`src/design/aarc_pkg.sv`:
```
/*
 * Constants, types and shared functions of the auxiliary converter
 * readback and comparator block.
 * Assumes an 8-bit register address and 16-bit register data.
 */
package aarc_pkg;

	// ****************************************
	// Widths
	// ****************************************
	localparam int ADDR_W = 8;          // Register address width
	localparam int DATA_W = 16;         // Register data width
	localparam int RES_W  = 12;         // Conversion result width
	localparam int CHAN_N = 8;          // Number of converter channels
	localparam int ENA_W  = 4;          // Comparator enable bits
	localparam int EVT_N  = 2;          // Comparators built here

	// ****************************************
	// Register offsets
	// ****************************************
	localparam logic [7:0] OFF_USB  = 8'h9C;  // usb_voltage_result
	localparam logic [7:0] OFF_LINE = 8'h9D;  // line_voltage_result
	localparam logic [7:0] OFF_BATT = 8'h9E;  // battery_voltage_result
	localparam logic [7:0] OFF_TEMP = 8'h9F;  // die_temperature_result
	localparam logic [7:0] OFF_ENA  = 8'hA3;  // comparator_enables
	localparam logic [7:0] OFF_CMP1 = 8'hA4;  // comparator_one_setup
	localparam logic [7:0] OFF_CMP2 = 8'hA5;  // comparator_two_setup
	localparam logic [7:0] OFF_STAT = 8'hB0;  // Event status, write one to clear
	localparam logic [7:0] OFF_MASK = 8'hB1;  // Event mask

	// ****************************************
	// Field positions and reset values
	// ****************************************
	localparam int SRC_HI  = 15;        // Source select top bit
	localparam int SRC_LO  = 13;        // Source select low bit
	localparam int DIR_BIT = 12;        // Direction bit
	localparam int THR_HI  = 11;        // Threshold top bit
	localparam logic [15:0] RST_REG = 16'h0000;  // Reset value of every register

	// ****************************************
	// Channel codes
	// ****************************************
	typedef enum logic [2:0] {
		CH_AUX_INPUT_ONE = 3'h0,
		CH_AUX2 = 3'h1,
		CH_AUX3 = 3'h2,
		CH_AUX_INPUT_FOUR = 3'h3,
		CH_USB  = 3'h4,
		CH_LINE = 3'h5,
		CH_BATT = 3'h6,
		CH_TEMP = 3'h7
	} aarc_chan_t;

	// Strict compare: direction one flags above, zero flags below
	function automatic logic cmp_hit(input logic dir, input logic [11:0] val,
		input logic [11:0] thr);
		cmp_hit = dir ? (val > thr) : (val < thr);
	endfunction

endpackage

```
`src/design/aarc_result_if.sv`:
```
/*
 * Carries the stored conversion results and the update strobe from
 * the result store to the comparators.
 * Assumes all parties share one clock.
 */
`timescale 1ns/100ps
interface aarc_result_if;
	logic [7:0][11:0] vals;     // Latest result of each channel
	logic             upd;      // One-cycle pulse: a result was stored
	logic [2:0]       upd_chan; // Channel of that result
	modport store (output vals, upd, upd_chan);
	modport cmp   (input vals, upd, upd_chan);
endinterface

```
`src/design/aarc_top.sv`:
```
/*
 * Auxiliary converter readback registers and generic digital
 * comparators with event status, mask and interrupt.
 * Assumes a plain register port (read data one cycle after the read
 * strobe), a converter that offers results with a channel code, and a
 * power state machine reset level from the surrounding chip.
 */
// Decided for this implementation: strobed register access.
// Overview of operation
// USB, line, battery results read back, 12-bit
// Die temperature result read back, 12-bit
// Four comparator enables, bits three to zero
// Power sequencer reset clears enables and sources
// Source select bits 15:13 pick channel
// Direction bit 12: below or above threshold
// Threshold bits 11:0, unsigned, reset zero
// Comparator two mirrors comparator one layout
// Enabled comparator checks each new result
// Writes to readback registers are ignored
`timescale 1ns/100ps
module aarc_top (
	// Clock and reset
	input  wire logic        clock,
	input  wire logic        rstn,
	// Register port
	input  wire logic [7:0]  reg_addr,
	input  wire logic [15:0] reg_wdata,
	input  wire logic        reg_write,
	input  wire logic        reg_read,
	output logic      [15:0] reg_rdata,
	// Converter results
	input  wire logic        conv_valid,
	input  wire logic [2:0]  conv_chan,
	input  wire logic [11:0] conv_data,
	// Power state machine reset, level
	input  wire logic        psm_reset,
	// Interrupt, level
	output logic             irq
);
	// ****************************************
	// State
	// ****************************************
	typedef struct packed {
		logic [3:0]  ena;     // Comparator enables
		logic [15:0] setup1;  // Comparator one setup
		logic [15:0] setup2;  // Comparator two setup
		logic [1:0]  stat;    // Sticky events
		logic [1:0]  mask;    // Event mask
		logic [15:0] rdata;   // Read data
		logic        irq;     // Interrupt
	} aarc_top_t;

	aarc_top_t q;       // Registered state
	aarc_top_t next_q;  // Next state

	logic [1:0] cmp_evt;  // Event pulses of the comparators

	aarc_result_if res ();  // Results to comparators

	// ****************************************
	// Sub-blocks
	// ****************************************
	// Result store; one store feeds both comparators through the interface
	aarc_store u_store (
		.clock      (clock),
		.rstn       (rstn),
		.conv_valid (conv_valid),
		.conv_chan  (conv_chan),
		.conv_data  (conv_data),
		.res        (res.store)
	);

	// Comparator one
	aarc_cmp u_cmp_one (
		.clock  (clock),
		.rstn   (rstn),
		.enable (q.ena[0]),
		.setup  (q.setup1),
		.res    (res.cmp),
		.evt    (cmp_evt[0])
	);

	// Comparator two, same layout as comparator one
	aarc_cmp u_cmp_two (
		.clock  (clock),
		.rstn   (rstn),
		.enable (q.ena[1]),
		.setup  (q.setup2),
		.res    (res.cmp),
		.evt    (cmp_evt[1])
	);

	// ****************************************
	// Helpers
	// ****************************************
	// Readback word: result in the low bits, upper bits read as zero.
	// Kept in one place so every result register answers the same way.
	function automatic logic [15:0] result_word(input logic [11:0] val);
		result_word = {4'h0, val};
	endfunction

	// Status and mask words: the two event bits in the low bits
	function automatic logic [15:0] event_word(input logic [1:0] bits);
		event_word = {14'h0000, bits};
	endfunction

	// ****************************************
	// Register file and interrupt
	// ****************************************
	// Writes, power sequencer reset, reads and interrupt level.
	// Everything lands at one edge, so a read in the cycle after a write
	// already sees the new value; there is no pipeline to account for.
	always_comb begin
		next_q = q;
		// Events set status; set also wins over a clear below
		next_q.stat = q.stat | cmp_evt;
		if (reg_write) begin
			case (reg_addr)
				// Enable bits; bits two and three are only stored
				aarc_pkg::OFF_ENA: begin
					next_q.ena = reg_wdata[3:0];
				end
				// Whole setup word of comparator one
				aarc_pkg::OFF_CMP1: begin
					next_q.setup1 = reg_wdata;
				end
				// Comparator two takes the same layout
				aarc_pkg::OFF_CMP2: begin
					next_q.setup2 = reg_wdata;
				end
				// Write one to clear; a same-cycle event keeps its bit
				aarc_pkg::OFF_STAT: begin
					next_q.stat = (q.stat & ~reg_wdata[1:0]) | cmp_evt;
				end
				// Mask bits gate the interrupt only, never the status
				aarc_pkg::OFF_MASK: begin
					next_q.mask = reg_wdata[1:0];
				end
				default: begin
					// Readbacks and unmapped offsets keep nothing
					next_q.ena = q.ena;
				end
			endcase
		end
		// Sequencer reset beats a same-cycle write
		if (psm_reset) begin
			next_q.ena = '0;
			next_q.setup1[aarc_pkg::SRC_HI:aarc_pkg::SRC_LO] = 3'h0;
			next_q.setup2[aarc_pkg::SRC_HI:aarc_pkg::SRC_LO] = 3'h0;
		end
		// Read data stand one cycle only, zero otherwise
		next_q.rdata = 16'h0000;
		if (reg_read) begin
			case (reg_addr)
				// Conversion results, read only
				aarc_pkg::OFF_USB: begin
					next_q.rdata = result_word(res.vals[aarc_pkg::CH_USB]);
				end
				aarc_pkg::OFF_LINE: begin
					next_q.rdata = result_word(res.vals[aarc_pkg::CH_LINE]);
				end
				aarc_pkg::OFF_BATT: begin
					next_q.rdata = result_word(res.vals[aarc_pkg::CH_BATT]);
				end
				aarc_pkg::OFF_TEMP: begin
					next_q.rdata = result_word(res.vals[aarc_pkg::CH_TEMP]);
				end
				// Control and setup words
				aarc_pkg::OFF_ENA: begin
					next_q.rdata = {12'h000, q.ena};
				end
				aarc_pkg::OFF_CMP1: begin
					next_q.rdata = q.setup1;
				end
				aarc_pkg::OFF_CMP2: begin
					next_q.rdata = q.setup2;
				end
				// Event status and mask
				aarc_pkg::OFF_STAT: begin
					next_q.rdata = event_word(q.stat);
				end
				aarc_pkg::OFF_MASK: begin
					next_q.rdata = event_word(q.mask);
				end
				default: begin
					// Unmapped reads answer zero
					next_q.rdata = 16'h0000;
				end
			endcase
		end
		// Level interrupt follows the new status at once
		next_q.irq = |(next_q.stat & next_q.mask);
	end

	// State register; thresholds and directions only see the chip reset,
	// so software need not set them up again after a sequencer reset.
	// Every output below is read straight from this register.
	always_ff @(posedge clock or negedge rstn) begin
		if (!rstn) begin
			q <= '0;
		end else begin
			q <= next_q;
		end
	end

	assign reg_rdata = q.rdata;
	assign irq       = q.irq;
endmodule

```
`src/design/aarc_store.sv`:
```
/*
 * Result store: keeps the latest 12-bit result of each of the eight
 * converter channels and pulses an update strobe per stored result.
 * Assumes the converter offers one result per valid cycle.
 */
`timescale 1ns/100ps
module aarc_store (
	// Clock and reset
	input  wire logic        clock,
	input  wire logic        rstn,
	// Converter side
	input  wire logic        conv_valid,
	input  wire logic [2:0]  conv_chan,
	input  wire logic [11:0] conv_data,
	// Result side
	aarc_result_if.store     res
);
	// All state of the store
	typedef struct packed {
		logic [7:0][11:0] vals;
		logic             upd;
		logic [2:0]       chan;
	} aarc_store_t;

	aarc_store_t q;       // Registered state
	aarc_store_t next_q;  // Next state

	// Store a result; strobe is aligned with the new value
	always_comb begin
		next_q = q;
		next_q.upd = conv_valid;
		if (conv_valid) begin
			next_q.vals[conv_chan] = conv_data;
			next_q.chan = conv_chan;
		end
	end

	// State register
	always_ff @(posedge clock or negedge rstn) begin
		if (!rstn) begin
			q <= '0;
		end else begin
			q <= next_q;
		end
	end

	assign res.vals     = q.vals;
	assign res.upd      = q.upd;
	assign res.upd_chan = q.chan;
endmodule

```
`src/design/aarc_cmp.sv`:
```
/*
 * One digital comparator: checks the selected channel against its
 * threshold each time that channel gets a new result.
 * Assumes setup and enable come from registers of the top module.
 */
`timescale 1ns/100ps
module aarc_cmp (
	// Clock and reset
	input  wire logic        clock,
	input  wire logic        rstn,
	// Setup
	input  wire logic        enable,
	input  wire logic [15:0] setup,
	// Results
	aarc_result_if.cmp       res,
	// Event
	output logic             evt
);
	// All state of the comparator
	typedef struct packed {
		logic evt;
	} aarc_cmp_t;

	aarc_cmp_t q;       // Registered state
	aarc_cmp_t next_q;  // Next state

	logic [2:0]  src;   // Selected channel
	logic        dir;   // Direction
	logic [11:0] thr;   // Threshold

	assign src = setup[aarc_pkg::SRC_HI:aarc_pkg::SRC_LO];
	assign dir = setup[aarc_pkg::DIR_BIT];
	assign thr = setup[aarc_pkg::THR_HI:0];

	// Evaluate only when enabled and our channel was just refreshed
	always_comb begin
		next_q = q;
		next_q.evt = enable && res.upd && res.upd_chan == src
			&& aarc_pkg::cmp_hit(dir, res.vals[src], thr);
	end

	// State register
	always_ff @(posedge clock or negedge rstn) begin
		if (!rstn) begin
			q <= '0;
		end else begin
			q <= next_q;
		end
	end

	assign evt = q.evt;
endmodule

```
`config.mk`:
```
export PLATFORM = sky130hd
export DESIGN_NAME = aarc_top
export DESIGN_NICKNAME = d
export VERILOG_FILES = /design/src/design/aarc_pkg.sv /design/src/design/aarc_result_if.sv /design/src/design/aarc_top.sv /design/src/design/aarc_store.sv /design/src/design/aarc_cmp.sv
export SDC_FILE = /design/constraint.sdc
export NUM_CORES = 1
export LEC_CHECK = 0
export BUFFER_PORTS_ARGS = -buffer_cell sky130_fd_sc_hd__buf_2
export CAP_MARGIN = 40
export CORE_MARGIN = 5
export CORE_UTILIZATION = 35
export CTS_CLUSTER_DIAMETER = 30
export CTS_CLUSTER_SIZE = 14
export DETAILED_ROUTE_END_ITERATION = 10
export PLACE_DENSITY = 0.53
export SYNTH_ARGS = -nofsm -noshare
export SYNTH_HDL_FRONTEND = slang
export SYNTH_SLANG_ARGS = --single-unit
```
`constraint.sdc`:
```
create_clock -name clock -period 4.96 [get_ports clock]
set_input_delay 0.248 -clock clock [delete_from_list [all_inputs] [get_ports clock]]
set_output_delay 0.248 -clock clock [all_outputs]
set_load 0.01 [all_outputs]
```
==> results.ini <==
[synth]
synth_ff_type=dfrtp_1
synth_edf_count=0
syn_area_per_cell_um2=13.5
syn-instance-count=655
synthesis.nets=724
synthArstFlopShare_pct=100
synthDistinctLibCells=52
synth_area_um2=8840
ys_ff_latch=159
seq_area_frac_synth_pct=45.0
yosys_warnings=0

[routing]
drc=0
vias_per_cell=5.45
wl_um=23000
wire_per_inst_um=22.2
vias=5650
first_pass_iters=4
ant_nets=0
first_iter_violations=467

[pwr]
p_leak_nw=4.22
seqPwrFrac_pct=45.8
combPwrFrac_pct=19.0
power.switching_mw=0.964
peakVddDrop_mv=0.233
p_sw_share_pct=26.8
p_per_area_nw_per_um2=358
clkPwrFrac_pct=35.2
internal_power_mw=2.63

[floorplanning]
core-area_um2=25000
ios=62
die_y_um=169
chipWidth_um=169
start_util_pct=35.3
rows=58
dieArea_um2=28500

[cells_and_area]
layout_common_cells=dfrtp_1, mux2_2, buf_2
area_delta_synth_final_pct=13.6
drive_gt1_share_pct=46.5
final_common_cell=dfrtp_1
fin_nets=763
n_antenna_cell=0
fin_cells=1037

[sta]
max_clock_freq_ghz=0.315
max_slew.worst_pin.slew_ps=892
period_share_pct=63.9
finalCriticalPeriod_ps=3170
fin_ws_ps=1790
setup_violations=0
rsz0062_at_grt=false
skew_ps=11.6
finalHoldViolations=0
drv_slew=0
relSlewSlack_pct=40.6
fin_tns_setup_ps=0

[cts]
clk_pin_slew_ps=60
cts_max_level=4
clock-root-buffer=clkbuf_16
ctsResizeCount=0
hold_buffers=1
cts_tree=built
cts_made_buffers=17
cts.sinks=159
clock_latency_ps=430
cts_buffer_depth=2
post-cts-setup-buffers=0

[place]
dp.cells=1004
hpwl_um=16500
dp_slack_ps=1760
place.gp.congestion=0.788
port_buffers=61

[worst_hold_path]
hp-class=input port to register

[setup_path]
cp-end-kind=register
worstPathMaxFanout=14
arrival_ps=3480
critical_path_class=register to register
crit_required_ps=5270
startpoint_type=register

[flow_run]
drv_cap=0

[grt]
grt_max_degree=79
grt_use_total_pct=16.8
grt_pass1_wl_um=36500
grt_overflow=0
grt_pass1_vias=6128
antenna_found_initial=3

[status]
status=completed

## through the flow
stage | util, % | area [um2] | total power, mW | hold slack (ps)
finish | 40.1 | 10000 | 3.60 | 46.6
floorplan | - | 8840 | 2.11 | -47.6
global route | 40.1 | 10000 | 3.78 | 40.3
detailed placement | 37.8 | 9460 | 2.35 | 339
global placement | 37.3 | 9330 | 2.31 | 321
CTS | 40.1 | 10000 | 3.63 | 26.3
## worst paths after layout
check,to,from,slack [ps],cells after the start
min in group asynchronous,u_store.res.vals[92],rstn,410,2
hold reg to reg,q[19],u_cmp_one.evt,500,1
max in group asynchronous,q[34],rstn,3370,3
setup / recovery,u_cmp_two.evt,q[35],1790,8
setup reg to reg,u_cmp_two.evt,q[35],1790,8
hold / removal,q[32],reg_wdata[11],50,2
## kinds of logic (layout without fill, tap and decap cells)
logic type               count (synthesis)  in the layout  synth area share, %
AND/OR/NAND/NOR                         96             96                 5.91
AO/OA/AOI/OAI                           57             57                 4.07
multiplexers                           227            227                 36.1
XOR/XNOR                                 7              7                0.693
flip-flops                             159            159                 45.0
adder cells (fa/ha/maj)                 24             24                 3.40
buffers and inverters                   85            137                 4.87
## final cells by class
cell class              count  area, um2
flip-flops and latches    159       3980
clock buffers              23        488
multi-input cells         411       4460
inverters                  26       97.6
repair buffers             79        519
fillers                  2331      15000
well taps                 330        413
clock inverters             9       83.8
## power by group through the flow
stage / Sequential (mW) / Clock, mW / Combinational (mW)
floorplan: 1.61 / 0 / 0.504
global placement: 1.65 / 0 / 0.661
detailed placement: 1.67 / 0 / 0.687
CTS: 1.64 / 1.30 / 0.693
global route: 1.67 / 1.36 / 0.752
finish: 1.65 / 1.26 / 0.685
## synthesized netlist by cell type, types with 2 or more instances
cell / instances / area share [%]
nor2_1: 24 / 1.0
mux2i_1: 19 / 2.2
nand2b_1: 2 / 0.14
nor3b_1: 2 / 0.17
nor4bb_1: 2 / 0.23
o21ai_0: 2 / 0.11
xor2_1: 4 / 0.40
clkbuf_1: 11 / 0.47
ha_1: 24 / 3.4
nor3_1: 7 / 0.40
nor2b_1: 3 / 0.21
a21o_1: 6 / 0.51
mux2_2: 148 / 19
mux4_2: 58 / 15
a211oi_1: 3 / 0.25
and3_1: 2 / 0.14
a22oi_1: 5 / 0.42
a22o_1: 4 / 0.40
nand4_1: 8 / 0.57
buf_4: 22 / 1.9
nor4_1: 2 / 0.14
inv_1: 26 / 1.1
buf_1: 8 / 0.34
nand3_1: 12 / 0.68
and2_1: 2 / 0.14
nand2_1: 17 / 0.72
a21oi_1: 28 / 1.6
nand4b_1: 3 / 0.30
xnor2_1: 3 / 0.30
dfrtp_1: 159 / 45
buf_2: 17 / 0.96
o211ai_1: 2 / 0.17
## worst max-delay path, stage by stage (launching register included)
cell and delay [ps]:
dfrtp_1 800, buf_4 380, mux4_2 330, mux2_2 300, ha_1 300, nand2_1 100, nor4_1 380, a211oi_1 140
mux2_2 300
## flip-flops by register name (all words and copies together), names as in the netlist
signal,count
u_store.res.upd,1
q,40
u_store.res.upd_chan,3
irq,1
u_store.res.vals,96
reg_rdata,16
u_cmp_two.evt,1
u_cmp_one.evt,1
## per-layer routing
metal | vias to the layer above | GRT usage [%] | wire length (um) | part of all wire, %
met5 | - | 0 | 41 | 0.18
met4 | 6 | 4.13 | 235 | 1.0
met3 | 22 | 3.95 | 1080 | 4.7
met2 | 128 | 28.1 | 11600 | 50
met1 | 2991 | 22.1 | 10100 | 44
li1 | 2503 | - | - | -
Note: power is estimated with default switching activity, not from simulation.
